$ cat src/vci_pkg.sv
// Purpose: Shared constants for the caption and copy-generation line inserter
// Assumes: 40 MHz pixel-domain clock, 8-bit register port, 10-bit video samples
// Notes:   Timing figures are in ns; cycle counts are derived from them
package vci_pkg;

  // Clock
  localparam int CLK_PERIOD_NS = 25;

  // Register indices on the plain port
  localparam logic [3:0] ADDR_CC_BASIC_LO = 4'h0;
  localparam logic [3:0] ADDR_CC_BASIC_HI = 4'h1;
  localparam logic [3:0] ADDR_CC_EXT_LO   = 4'h2;
  localparam logic [3:0] ADDR_CC_EXT_HI   = 4'h3;
  localparam logic [3:0] ADDR_CGMS_FIRST  = 4'h4;
  localparam logic [3:0] ADDR_CGMS_SECOND = 4'h5;
  localparam logic [3:0] ADDR_CGMS_THIRD  = 4'h6;
  localparam logic [3:0] ADDR_CTRL        = 4'h7;
  localparam logic [3:0] ADDR_STATUS      = 4'h8;

  // Field positions in cgms_byte_first
  localparam int CGMS_CRC_AUTO_BIT = 4;
  localparam int CGMS_EN_ODD_BIT   = 5;
  localparam int CGMS_EN_EVEN_BIT  = 6;

  // Field positions in the control register
  localparam int CTRL_CC_ODD_BIT  = 0;
  localparam int CTRL_CC_EVEN_BIT = 1;
  localparam int CTRL_NTSC_BIT    = 2;

  // Reset values
  localparam logic [7:0] REG_RESET = 8'h00;

  // Target lines
  localparam logic [9:0] LINE_CC_ODD    = 10'd21;
  localparam logic [9:0] LINE_CC_EVEN   = 10'd284;
  localparam logic [9:0] LINE_CGMS_ODD  = 10'd20;
  localparam logic [9:0] LINE_CGMS_EVEN = 10'd283;

  // Symbol layout of a caption line: run-in, gap, start bit, two bytes
  localparam int CC_RUNIN_BITS = 7;
  localparam int CC_GAP_BITS   = 2;
  localparam int CC_START_IDX  = CC_RUNIN_BITS + CC_GAP_BITS;
  localparam int CC_DATA_IDX   = CC_START_IDX + 1;
  localparam int CC_SYMBOLS    = CC_DATA_IDX + 16;
  localparam int CGMS_SYMBOLS  = 21;
  localparam int SYM_W         = CC_SYMBOLS;

  // Timing: one run-in phase step, bit periods, start offsets
  localparam int CC_PHASE_NS    = 125;
  localparam int CC_PHASE_CYC   = CC_PHASE_NS / CLK_PERIOD_NS;
  localparam int CC_BIT_CYC     = 16 * CC_PHASE_CYC;
  localparam int CGMS_BIT_NS    = 2234;
  localparam int CGMS_BIT_CYC   = CGMS_BIT_NS / CLK_PERIOD_NS;
  localparam int CC_START_NS    = 10500;
  localparam int CC_START_CYC   = (CC_START_NS + CLK_PERIOD_NS - 1) / CLK_PERIOD_NS;
  localparam int CGMS_START_NS  = 11200;
  localparam int CGMS_START_CYC = (CGMS_START_NS + CLK_PERIOD_NS - 1) / CLK_PERIOD_NS;

  // Output levels
  localparam logic [9:0] LVL_BLANK = 10'h100;
  localparam logic [9:0] LVL_HIGH  = 10'h200;
  localparam logic [9:0] SINE_MID  = 10'h080;

  // CRC generator x^6 + x + 1, preset all ones
  localparam logic [5:0] CRC_POLY   = 6'h03;
  localparam logic [5:0] CRC_PRESET = 6'h3f;

  // Sequencer states, Gray along idle -> wait -> send
  typedef enum logic [1:0] {
    VCI_IDLE = 2'b00,
    VCI_WAIT = 2'b01,
    VCI_SEND = 2'b11
  } vci_state_t;

endpackage

$ cat src/vci_inserter.sv
// Purpose: Inserts caption and copy-generation waveforms into blanked lines
// Assumes: Line number and field flag come from the encoder timing generator
// Notes:   Caption data is single-buffered and sampled at the caption line start
//
// Functional notes
// - Send captions on line 21 odd field and line 284 even field.
// - Caption line opens with seven sine run-in cycles locked to bit timing.
// - After run-in hold blanking two bit periods, then a start bit at one.
// - Send two bytes of seven data bits plus odd parity each.
// - Line 21 uses basic caption registers; line 284 uses extended ones.
// - With captions on, generate those lines fully and ignore pixel input.
// - Caption bytes are single-buffered and go out on the next caption line.
// - Send copy-generation data on line 20 odd and line 283 even.
// - Separate enables for copy-generation output in odd and even fields.
// - Copy-generation data goes out only in NTSC mode.
// - Twenty payload bits follow a reference pulse one bit long at full level.
// - C0-C7 from third byte, C8-C15 second byte, C16-C19 first byte low nibble.
// - With auto CRC on, C14-C19 are computed from C0-C13.
// - CRC polynomial x^6+x+1, register preset to all ones.
// - With auto CRC off all twenty bits go out as stored.
//
// Our own choices: strobed register access and the register offsets.
`timescale 1ns/1ps

module vci_inserter
  import vci_pkg::*;
(
  input  wire logic       clock_i,
  input  wire logic       rstn_i,
  input  wire logic       line_start_i,
  input  wire logic [9:0] line_num_i,
  input  wire logic       field_odd_i,
  input  wire logic [9:0] pixel_i,
  input  wire logic [3:0] addr_i,
  input  wire logic [7:0] wdata_i,
  input  wire logic       wr_i,
  input  wire logic       rd_i,
  output logic      [7:0] rdata_o,
  output logic      [9:0] video_o,
  output logic            insert_o
);

  ////////////////////////////////////////////////////////////////////////////
  // Registers
  logic [7:0] cc_basic_lo_q;
  logic [7:0] cc_basic_hi_q;
  logic [7:0] cc_ext_lo_q;
  logic [7:0] cc_ext_hi_q;
  logic [7:0] cgms_byte_first_q;
  logic [7:0] cgms_byte_second_q;
  logic [7:0] cgms_byte_third_q;
  logic [7:0] ctrl_q;

  vci_state_t       state_q;
  logic             kind_cc_q;
  logic             crc_auto_q;
  logic             ovr_q;
  logic [SYM_W-1:0] sym_q;
  logic [4:0]       bit_q;
  logic [11:0]      cnt_q;
  logic [3:0]       phase_q;

  // Odd parity bit on top of seven character bits
  function automatic logic [7:0] vci_cc_byte(input logic [7:0] b);
    return {~^b[6:0], b[6:0]};
  endfunction

  // Serial CRC over C0..C13, fed low bit first
  function automatic logic [5:0] vci_crc(input logic [13:0] d);
    logic [5:0] c;
    logic       fb;
    c = CRC_PRESET;
    for (int i = 0; i < 14; i++)
    begin
      fb = d[i] ^ c[5];
      c  = {c[4:0], 1'b0} ^ ({6{fb}} & CRC_POLY);
    end
    return c;
  endfunction

  // Host writes; unmapped addresses are ignored
  always_ff @(posedge clock_i or negedge rstn_i)
  begin
    if (!rstn_i)
    begin
      cc_basic_lo_q      <= REG_RESET;
      cc_basic_hi_q      <= REG_RESET;
      cc_ext_lo_q        <= REG_RESET;
      cc_ext_hi_q        <= REG_RESET;
      cgms_byte_first_q  <= REG_RESET;
      cgms_byte_second_q <= REG_RESET;
      cgms_byte_third_q  <= REG_RESET;
      ctrl_q             <= REG_RESET;
    end
    else if (wr_i)
    begin
      if (addr_i == ADDR_CC_BASIC_LO)
        cc_basic_lo_q <= wdata_i;
      else if (addr_i == ADDR_CC_BASIC_HI)
        cc_basic_hi_q <= wdata_i;
      else if (addr_i == ADDR_CC_EXT_LO)
        cc_ext_lo_q <= wdata_i;
      else if (addr_i == ADDR_CC_EXT_HI)
        cc_ext_hi_q <= wdata_i;
      else if (addr_i == ADDR_CGMS_FIRST)
        cgms_byte_first_q <= wdata_i;
      else if (addr_i == ADDR_CGMS_SECOND)
        cgms_byte_second_q <= wdata_i;
      else if (addr_i == ADDR_CGMS_THIRD)
        cgms_byte_third_q <= wdata_i;
      else if (addr_i == ADDR_CTRL)
        ctrl_q <= wdata_i;
    end
  end

  // Read data one cycle after the strobe, zero otherwise
  always_ff @(posedge clock_i or negedge rstn_i)
  begin
    if (!rstn_i)
      rdata_o <= 8'h00;
    else if (!rd_i)
      rdata_o <= 8'h00;
    else if (addr_i == ADDR_CC_BASIC_LO)
      rdata_o <= cc_basic_lo_q;
    else if (addr_i == ADDR_CC_BASIC_HI)
      rdata_o <= cc_basic_hi_q;
    else if (addr_i == ADDR_CC_EXT_LO)
      rdata_o <= cc_ext_lo_q;
    else if (addr_i == ADDR_CC_EXT_HI)
      rdata_o <= cc_ext_hi_q;
    else if (addr_i == ADDR_CGMS_FIRST)
      rdata_o <= cgms_byte_first_q;
    else if (addr_i == ADDR_CGMS_SECOND)
      rdata_o <= cgms_byte_second_q;
    else if (addr_i == ADDR_CGMS_THIRD)
      rdata_o <= cgms_byte_third_q;
    else if (addr_i == ADDR_CTRL)
      rdata_o <= ctrl_q;
    else if (addr_i == ADDR_STATUS)
      rdata_o <= {5'h00, ovr_q, kind_cc_q, state_q != VCI_IDLE};
    else
      rdata_o <= 8'h00;
  end

  ////////////////////////////////////////////////////////////////////////////
  // Line selection and symbol loading
  logic        cc_hit;
  logic        cgms_hit;
  logic [7:0]  cc_lo_sel;
  logic [7:0]  cc_hi_sel;
  logic [19:0] cgms_raw;
  logic [19:0] cgms_pay;

  // Line and field come straight from the timing generator
  assign cc_hit = line_start_i &&
                  ((field_odd_i && line_num_i == LINE_CC_ODD && ctrl_q[CTRL_CC_ODD_BIT]) ||
                   (!field_odd_i && line_num_i == LINE_CC_EVEN &&
                    ctrl_q[CTRL_CC_EVEN_BIT]));
  assign cgms_hit = line_start_i && ctrl_q[CTRL_NTSC_BIT] &&
                    ((field_odd_i && line_num_i == LINE_CGMS_ODD &&
                      cgms_byte_first_q[CGMS_EN_ODD_BIT]) ||
                     (!field_odd_i && line_num_i == LINE_CGMS_EVEN &&
                      cgms_byte_first_q[CGMS_EN_EVEN_BIT]));

  // Basic pair in odd fields, extended pair in even fields
  assign cc_lo_sel = field_odd_i ? cc_basic_lo_q : cc_ext_lo_q;
  assign cc_hi_sel = field_odd_i ? cc_basic_hi_q : cc_ext_hi_q;

  // Payload assembly, CRC replaces the top six bits when enabled
  assign cgms_raw = {cgms_byte_first_q[3:0], cgms_byte_second_q, cgms_byte_third_q};
  assign cgms_pay = cgms_byte_first_q[CGMS_CRC_AUTO_BIT] ?
                    {vci_crc(cgms_raw[13:0]), cgms_raw[13:0]} :
                    cgms_raw;

  // Sequencer: wait for the start offset, then shift symbols out
  always_ff @(posedge clock_i or negedge rstn_i)
  begin
    if (!rstn_i)
    begin
      state_q    <= VCI_IDLE;
      kind_cc_q  <= 1'b0;
      crc_auto_q <= 1'b0;
      sym_q      <= '0;
      bit_q      <= 5'd0;
      cnt_q      <= 12'd0;
      phase_q    <= 4'd0;
    end
    else
    begin
      case (state_q)
        VCI_IDLE:
        begin
          if (cc_hit)
          begin
            state_q   <= VCI_WAIT; // Bytes taken at line start, no extra latency
            kind_cc_q <= 1'b1;
            sym_q     <= {vci_cc_byte(cc_hi_sel), vci_cc_byte(cc_lo_sel),
                          1'b1, {CC_START_IDX{1'b0}}};
            cnt_q     <= 12'(CC_START_CYC - 1);
          end
          else if (cgms_hit)
          begin
            state_q    <= VCI_WAIT;
            kind_cc_q  <= 1'b0;
            crc_auto_q <= cgms_byte_first_q[CGMS_CRC_AUTO_BIT];
            sym_q      <= SYM_W'({cgms_pay, 1'b1});
            cnt_q      <= 12'(CGMS_START_CYC - 1);
          end
        end
        VCI_WAIT:
        begin
          if (cnt_q == 12'd0)
          begin
            state_q <= VCI_SEND;
            bit_q   <= 5'd0;
            phase_q <= 4'd0;
            cnt_q   <= kind_cc_q ? 12'(CC_BIT_CYC - 1) : 12'(CGMS_BIT_CYC - 1);
          end
          else
            cnt_q <= cnt_q - 12'd1;
        end
        VCI_SEND:
        begin
          if (kind_cc_q && (cnt_q % 12'(CC_PHASE_CYC)) == 12'd0) // Run-in steps
            phase_q <= phase_q + 4'd1;
          if (cnt_q == 12'd0)
          begin
            sym_q <= sym_q >> 1;
            bit_q <= bit_q + 5'd1;
            cnt_q <= kind_cc_q ? 12'(CC_BIT_CYC - 1) : 12'(CGMS_BIT_CYC - 1);
            if (bit_q == (kind_cc_q ? 5'(CC_SYMBOLS - 1) : 5'(CGMS_SYMBOLS - 1)))
              state_q <= VCI_IDLE;
          end
          else
            cnt_q <= cnt_q - 12'd1;
        end
        default:
          state_q <= VCI_IDLE;
      endcase
    end
  end

  // Whole caption line is owned by the inserter until the next line starts
  always_ff @(posedge clock_i or negedge rstn_i)
  begin
    if (!rstn_i)
      ovr_q <= 1'b0;
    else if (line_start_i)
      ovr_q <= cc_hit;
  end

  ////////////////////////////////////////////////////////////////////////////
  // Output sample
  logic [9:0] sine_val;

  // Sixteen-step sine around mid level; a small table keeps the run-in exact
  localparam logic [9:0] SINE_TBL [16] = '{10'h080, 10'h0b1, 10'h0db, 10'h0f6, 10'h100,
    10'h0f6, 10'h0db, 10'h0b1, 10'h080, 10'h04f, 10'h025, 10'h00a, 10'h000, 10'h00a,
    10'h025, 10'h04f};
  assign sine_val = SINE_TBL[phase_q];

  // Pixel input is ignored for the whole of an enabled caption line
  always_ff @(posedge clock_i or negedge rstn_i)
  begin
    if (!rstn_i)
    begin
      video_o  <= LVL_BLANK;
      insert_o <= 1'b0;
    end
    else if (state_q == VCI_SEND)
    begin
      insert_o <= 1'b1;
      if (kind_cc_q && bit_q < 5'(CC_RUNIN_BITS))
        video_o <= LVL_BLANK + sine_val;
      else
        video_o <= sym_q[0] ? LVL_HIGH : LVL_BLANK;
    end
    else
    begin
      insert_o <= ovr_q;
      video_o  <= ovr_q ? LVL_BLANK : pixel_i;
    end
  end

  ////////////////////////////////////////////////////////////////////////////
  // Assertions
  property p_cc_lines;
    @(posedge clock_i) disable iff (!rstn_i)
    (state_q == VCI_WAIT && $past(state_q) == VCI_IDLE && kind_cc_q) |->
      ($past(field_odd_i) && $past(line_num_i) == LINE_CC_ODD) ||
      (!$past(field_odd_i) && $past(line_num_i) == LINE_CC_EVEN);
  endproperty
  a_cc_lines: assert property (p_cc_lines)
    else $error("caption started on a wrong line");
  property p_runin_sine;
    @(posedge clock_i) disable iff (!rstn_i)
    (state_q == VCI_SEND && kind_cc_q && bit_q < 5'd7 && phase_q == 4'h4) |=>
      video_o == LVL_BLANK + 10'h100;
  endproperty
  a_runin_sine: assert property (p_runin_sine)
    else $error("run-in peak level wrong");
  property p_gap_start;
    @(posedge clock_i) disable iff (!rstn_i)
    (state_q == VCI_SEND && kind_cc_q && bit_q == 5'd9) |=>
      video_o == LVL_HIGH && $past(bit_q, 1) == 5'd9;
  endproperty
  a_gap_start: assert property (p_gap_start)
    else $error("start bit not at high level");
  property p_gap_blank;
    @(posedge clock_i) disable iff (!rstn_i)
    (state_q == VCI_SEND && kind_cc_q && (bit_q == 5'd7 || bit_q == 5'd8)) |=>
      video_o == LVL_BLANK;
  endproperty
  a_gap_blank: assert property (p_gap_blank)
    else $error("gap after run-in not at blanking");
  property p_parity;
    @(posedge clock_i) disable iff (!rstn_i)
    (state_q == VCI_WAIT && kind_cc_q) |-> (^sym_q[17:10]) && (^sym_q[25:18]);
  endproperty
  a_parity: assert property (p_parity)
    else $error("caption byte parity not odd");
  property p_cc_source;
    @(posedge clock_i) disable iff (!rstn_i)
    (state_q == VCI_WAIT && $past(state_q) == VCI_IDLE && kind_cc_q) |->
      sym_q[16:10] == ($past(field_odd_i) ? $past(cc_basic_lo_q[6:0]) :
                                            $past(cc_ext_lo_q[6:0]));
  endproperty
  a_cc_source: assert property (p_cc_source)
    else $error("caption byte from wrong register");
  property p_pixel_ignored;
    @(posedge clock_i) disable iff (!rstn_i)
    (ovr_q && state_q != VCI_SEND) |=> video_o == LVL_BLANK && insert_o;
  endproperty
  a_pixel_ignored: assert property (p_pixel_ignored)
    else $error("pixel input leaked onto caption line");
  property p_cgms_gate;
    @(posedge clock_i) disable iff (!rstn_i)
    (state_q == VCI_WAIT && $past(state_q) == VCI_IDLE && !kind_cc_q) |->
      $past(ctrl_q[CTRL_NTSC_BIT]) &&
      ($past(field_odd_i) ? $past(cgms_byte_first_q[CGMS_EN_ODD_BIT]) &&
                            $past(line_num_i) == LINE_CGMS_ODD :
                            $past(cgms_byte_first_q[CGMS_EN_EVEN_BIT]) &&
                            $past(line_num_i) == LINE_CGMS_EVEN);
  endproperty
  a_cgms_gate: assert property (p_cgms_gate)
    else $error("copy-generation line sent while not permitted");
  property p_cgms_crc;
    @(posedge clock_i) disable iff (!rstn_i)
    (state_q == VCI_WAIT && !kind_cc_q && crc_auto_q) |->
      sym_q[20:15] == vci_crc(sym_q[14:1]) && sym_q[0];
  endproperty
  a_cgms_crc: assert property (p_cgms_crc)
    else $error("automatic CRC mismatch");
  property p_cgms_raw;
    @(posedge clock_i) disable iff (!rstn_i)
    (state_q == VCI_WAIT && $past(state_q) == VCI_IDLE && !kind_cc_q && !crc_auto_q) |->
      sym_q[20:1] == {$past(cgms_byte_first_q[3:0]), $past(cgms_byte_second_q),
                      $past(cgms_byte_third_q)} && sym_q[0];
  endproperty
  a_cgms_raw: assert property (p_cgms_raw)
    else $error("stored payload not sent as written");
endmodule

$ cat config.mk
export PLATFORM = sky130hd
export DESIGN_NAME = vci_inserter
export DESIGN_NICKNAME = d
export VERILOG_FILES = /design/src/vci_pkg.sv /design/src/vci_inserter.sv
export SDC_FILE = /design/constraint.sdc
export NUM_CORES = 1
export LEC_CHECK = 0
export BUFFER_PORTS_ARGS = -buffer_cell sky130_fd_sc_hd__buf_2
export CAP_MARGIN = 20
export CORE_ASPECT_RATIO = 1.4
export CORE_MARGIN = 4
export CORE_UTILIZATION = 40
export CTS_BUF_LIST = sky130_fd_sc_hd__clkbuf_4 sky130_fd_sc_hd__clkbuf_8 sky130_fd_sc_hd__clkbuf_16
export DETAILED_ROUTE_END_ITERATION = 10
export MAX_ROUTING_LAYER = met4
export PLACE_DENSITY = 0.68
export SLEW_MARGIN = 40
export SYNTH_ARGS = -nofsm -noshare
export SYNTH_HDL_FRONTEND = slang
export SYNTH_SLANG_ARGS = --single-unit
$ cat constraint.sdc
create_clock -name clock_i -period 4.7 [get_ports clock_i]
set_input_delay 1.175 -clock clock_i [delete_from_list [all_inputs] [get_ports clock_i]]
set_output_delay 1.175 -clock clock_i [all_outputs]
set_load 0.05 [all_outputs]
==> implementation parameters <==
Parameter                              Value

Run status
  Status    completed

Synth
  Share of Yosys cell area claimed by the top area cell type    0.393
  Dominant cells by area after synthesis    sky130_fd_sc_hd__dfrtp_1 (39%), sky130_fd_sc_hd__mux2_2 (9.2%), sky130_fd_sc_hd__xnor2_1 (3.8%), sky130_fd_sc_hd__nand2_1 (3.7%), sky130_fd_sc_hd__a21oi_1 (3.5%)
  Avg Inst Size Synth    9.94 µm²
  Post-synth top area cell    sky130_fd_sc_hd__dfrtp_1
  Count of flip-flops with a built-in enable after synthesis    0
  Ys flop type    sky130_fd_sc_hd__dfrtp_1
  Number of register bits inferred by synthesis    ~130
  Share of synthesized area occupied by flip-flops and latches    0.396
  Warning count from the yosys run    0
  Async set-or-reset flop fraction in the synthesized netlist    1.00
  Synth Instances    about 850
  Netlist cell types    between 90 and 100
  Net Count, Synth    ~900
  Synthesized cell area    roughly 8500 µm²

Setup path
  Register-to-Register Path Depth    12
  Maximum net fanout on the critical path    17
  Register-to-register setup slack    around 0.52 ns
  Startpoint type of the worst setup path    flip-flop
  CP arrival    about 4.5 ns
  Nature of the critical path endpoint    flip-flop
  Required time at the worst-slack endpoint    just over 5 ns
  Worst setup path category    flip-flop to flip-flop

Hold path
  Hold-critical path depth    2
  Worst hold path class    flip-flop to flip-flop

Global route
  Pin count of the biggest net entering global routing    approximately 110
  Number of antenna violations at the first check in global routing    0
  Wire length of the first global-routing pass    34.4 mm
  Number of global-route vias before repair    roughly 6700
  All-layer global routing usage    0.186
  Remaining global-route overflow    0

Pwr
  Total chip power    4.55 mW
  Worst ir drop on vdd    between 0.2 and 0.3 mV
  Power density over the cells    480 nW/µm²
  Leakage power    approximately 4 nW

Floorplan
  Total die area    between 20000 and 25000 µm²
  Num ports    57
  Starting utilization of the core area    0.409
  Core ar.    just over 20000 µm²
  Std cell rows    between 60 and 70
  Die width    roughly 130 µm
  Chip height    about 180 µm

Clock tree
  CTS tree    built
  Root buf cell    sky130_fd_sc_hd__clkbuf_16
  Buffer levels on the longest clock path    2
  Post_cts resized    0
  H-tree level count    4
  Num Clock Sinks    between 100 and 150
  Post-CTS Hold Buffers    0
  Clock latency on the worst-skew pair    around 0.42 ns
  Clock buffers created by TritonCTS    17
  Clock-pin slew on the worst setup and hold paths    ~0.060 ns
  Setup repair bufs after CTS    0

STA
  Period utilization    0.889
  Final worst hold slack    0.479 ns
  Time the worst path needs with I/O delays and setup    between 4 and 5 ns
  RSZ-0062 raised after global routing    false
  Max_slew headroom    0.436
  Endpoints failing setup    0
  Final-report max-slew violation count    0
  Post-Route Skew    a little over 0.008 ns
  Setup Total Neg Slack    0 ns
  Number of endpoints with negative hold slack in the final report    0
  Fmax    ~0.24 GHz
  Slew @ Worst Pin    approximately 0.84 ns

Layout
  Top library cells by usage in the layout, fill and taps aside    sky130_fd_sc_hd__dfrtp_1 (133), sky130_fd_sc_hd__nand2_1 (84), sky130_fd_sc_hd__mux2_2 (69)
  Layout fillers    between 1500 and 2000
  Final cell count without fillers    1156
  Fraction of final layout cells sized beyond drive strength 1    0.242
  Post-route cell area    between 9000 and 10000 µm²
  Area added between synthesis and finish    11.8%
  Most common cell after layout, fill and taps aside    sky130_fd_sc_hd__dfrtp_1
  Antenna cells    0
  Number of nets in the final layout    slightly above 900

Detailed routing
  Final routed wirelength across all metal layers    slightly above 20 mm
  Vias    6669
  Vias per cell    ~5.8
  Number of design rule violations left after detail routing    0
  Mean routed wirelength per cell    approximately 18 µm
  TritonRoute pass-1 iters    5
  Antenna Nets Post-Route    0
  Initial drt markers    about 400

Place
  IO buf count    56
  Cell Area, Placed    just under 9000 µm²
  Placer's final routability congestion estimate    approximately 0.9
  HPWL Detailed    14.7 mm
  Dpl cells    approximately 1100

Run
  Count of maximum capacitance violations    0
-- logic make-up (layout without fill, tap and decap cells) --
group	after synthesis	count (layout)	synth area share
AOI/OAI and AO/OA	224	224	0.187
xor gates and xnor gates	49	49	0.0507
and+or+nand+nor	258	258	0.155
muxes	106	106	0.149
buffers and inverters	72	120	0.0485
adders and majority gates	9	9	0.0133
DFF	134	134	0.396
-- state kept, by name, summed over array words and instances, names as in the netlist, 4 cells and up --
| signal | flops |
|---|---|
| bit_q | 5 |
| ctrl_q | 8 |
| cc_basic_lo_q | 8 |
| cgms_byte_second_q | 8 |
| cc_ext_hi_q | 8 |
| rdata_o | 8 |
| phase_q | 4 |
| cc_basic_hi_q | 8 |
| cnt_q | 12 |
| sym_q | 26 |
| cgms_byte_third_q | 8 |
| video_o | 10 |
| cgms_byte_first_q | 8 |
| cc_ext_lo_q | 8 |
-- synth_stat cells (all sizes together), types with 4 or more instances --
| cell | number |
|---|---|
| dfrtp | 133 |
| o21ai | 61 |
| o211ai | 4 |
| and2 | 6 |
| a211oi | 18 |
| o31ai | 11 |
| nor2b | 8 |
| xor2 | 12 |
| ha | 9 |
| nor3 | 15 |
| nand2 | 85 |
| nor4 | 5 |
| nor2 | 65 |
| and3 | 11 |
| nand4 | 9 |
| a21o | 8 |
| nand3 | 19 |
| buf | 25 |
| nand2b | 4 |
| xnor2 | 37 |
| inv | 15 |
| nand4b | 6 |
| a21oi | 62 |
| o22ai | 8 |
| mux2i | 28 |
| mux2 | 69 |
| clkbuf | 30 |
| mux4 | 9 |
| nor3b | 6 |
-- routing by layer --
metal | up-vias | track usage | share of wire
li1 | 3218 | - | -
met1 | 3253 | 0.227 | 0.42
met2 | 153 | 0.307 | 0.52
met3 | 45 | 0.0341 | 0.034
met4 | 0 | 0.0618 | 0.028
met5 | - | - | 0
-- cell type report --
type                       instances  area [µm²]  share of cell area
multi-input combinational        646        4710               0.498
inverter                          17        63.8             0.00674
clock inverter                    13         148              0.0156
timing repair buffer              71         423              0.0447
tap                              256         320              0.0338
sequential                       134        3350               0.354
clock buffer                      19         447              0.0472
-- critical path, stage by stage (launching register included) --
cell and delay [ns]:
sky130_fd_sc_hd__dfrtp_1 0.55, sky130_fd_sc_hd__or3_1 0.45, sky130_fd_sc_hd__o211ai_2 0.17, sky130_fd_sc_hd__a221o_1 0.49
sky130_fd_sc_hd__xnor2_1 0.17, sky130_fd_sc_hd__a221o_1 0.40, sky130_fd_sc_hd__or3_4 0.42, sky130_fd_sc_hd__nand2_1 0.12
sky130_fd_sc_hd__o22ai_1 0.09, sky130_fd_sc_hd__a221oi_1 0.38, sky130_fd_sc_hd__o211ai_1 0.19, sky130_fd_sc_hd__or4_1 0.52
sky130_fd_sc_hd__a21boi_1 0.16
-- power breakdown --
group	internal [mW]	switching, mW	leakage, nW
logic	0.802	0.856	1.94
registers	1.31	0.240	1.69
clock network	0.806	0.529	0.280
total	2.92	1.62	3.91
-- stage by stage --
| stage | utilization | worst slack, ns |
|---|---|---|
| finish | 0.457 | 0.522 |
| global placement | 0.427 | 0.695 |
| CTS | 0.456 | 0.553 |
| floorplan | - | 1.22 |
| detailed placement | 0.427 | 0.577 |
| global route | 0.457 | 0.190 |
-- final timing paths --
path / start / to
setup / recovery: cnt_q[10] / phase_q[3]
hold / removal: sym_q[5] / sym_q[5]
setup reg to reg: cnt_q[10] / phase_q[3]
hold reg to reg: sym_q[5] / sym_q[5]
max in group asynchronous: rstn_i / cnt_q[8]
min in group asynchronous: rstn_i / cgms_byte_third_q[5]
(Power assumes the default switching activity.)
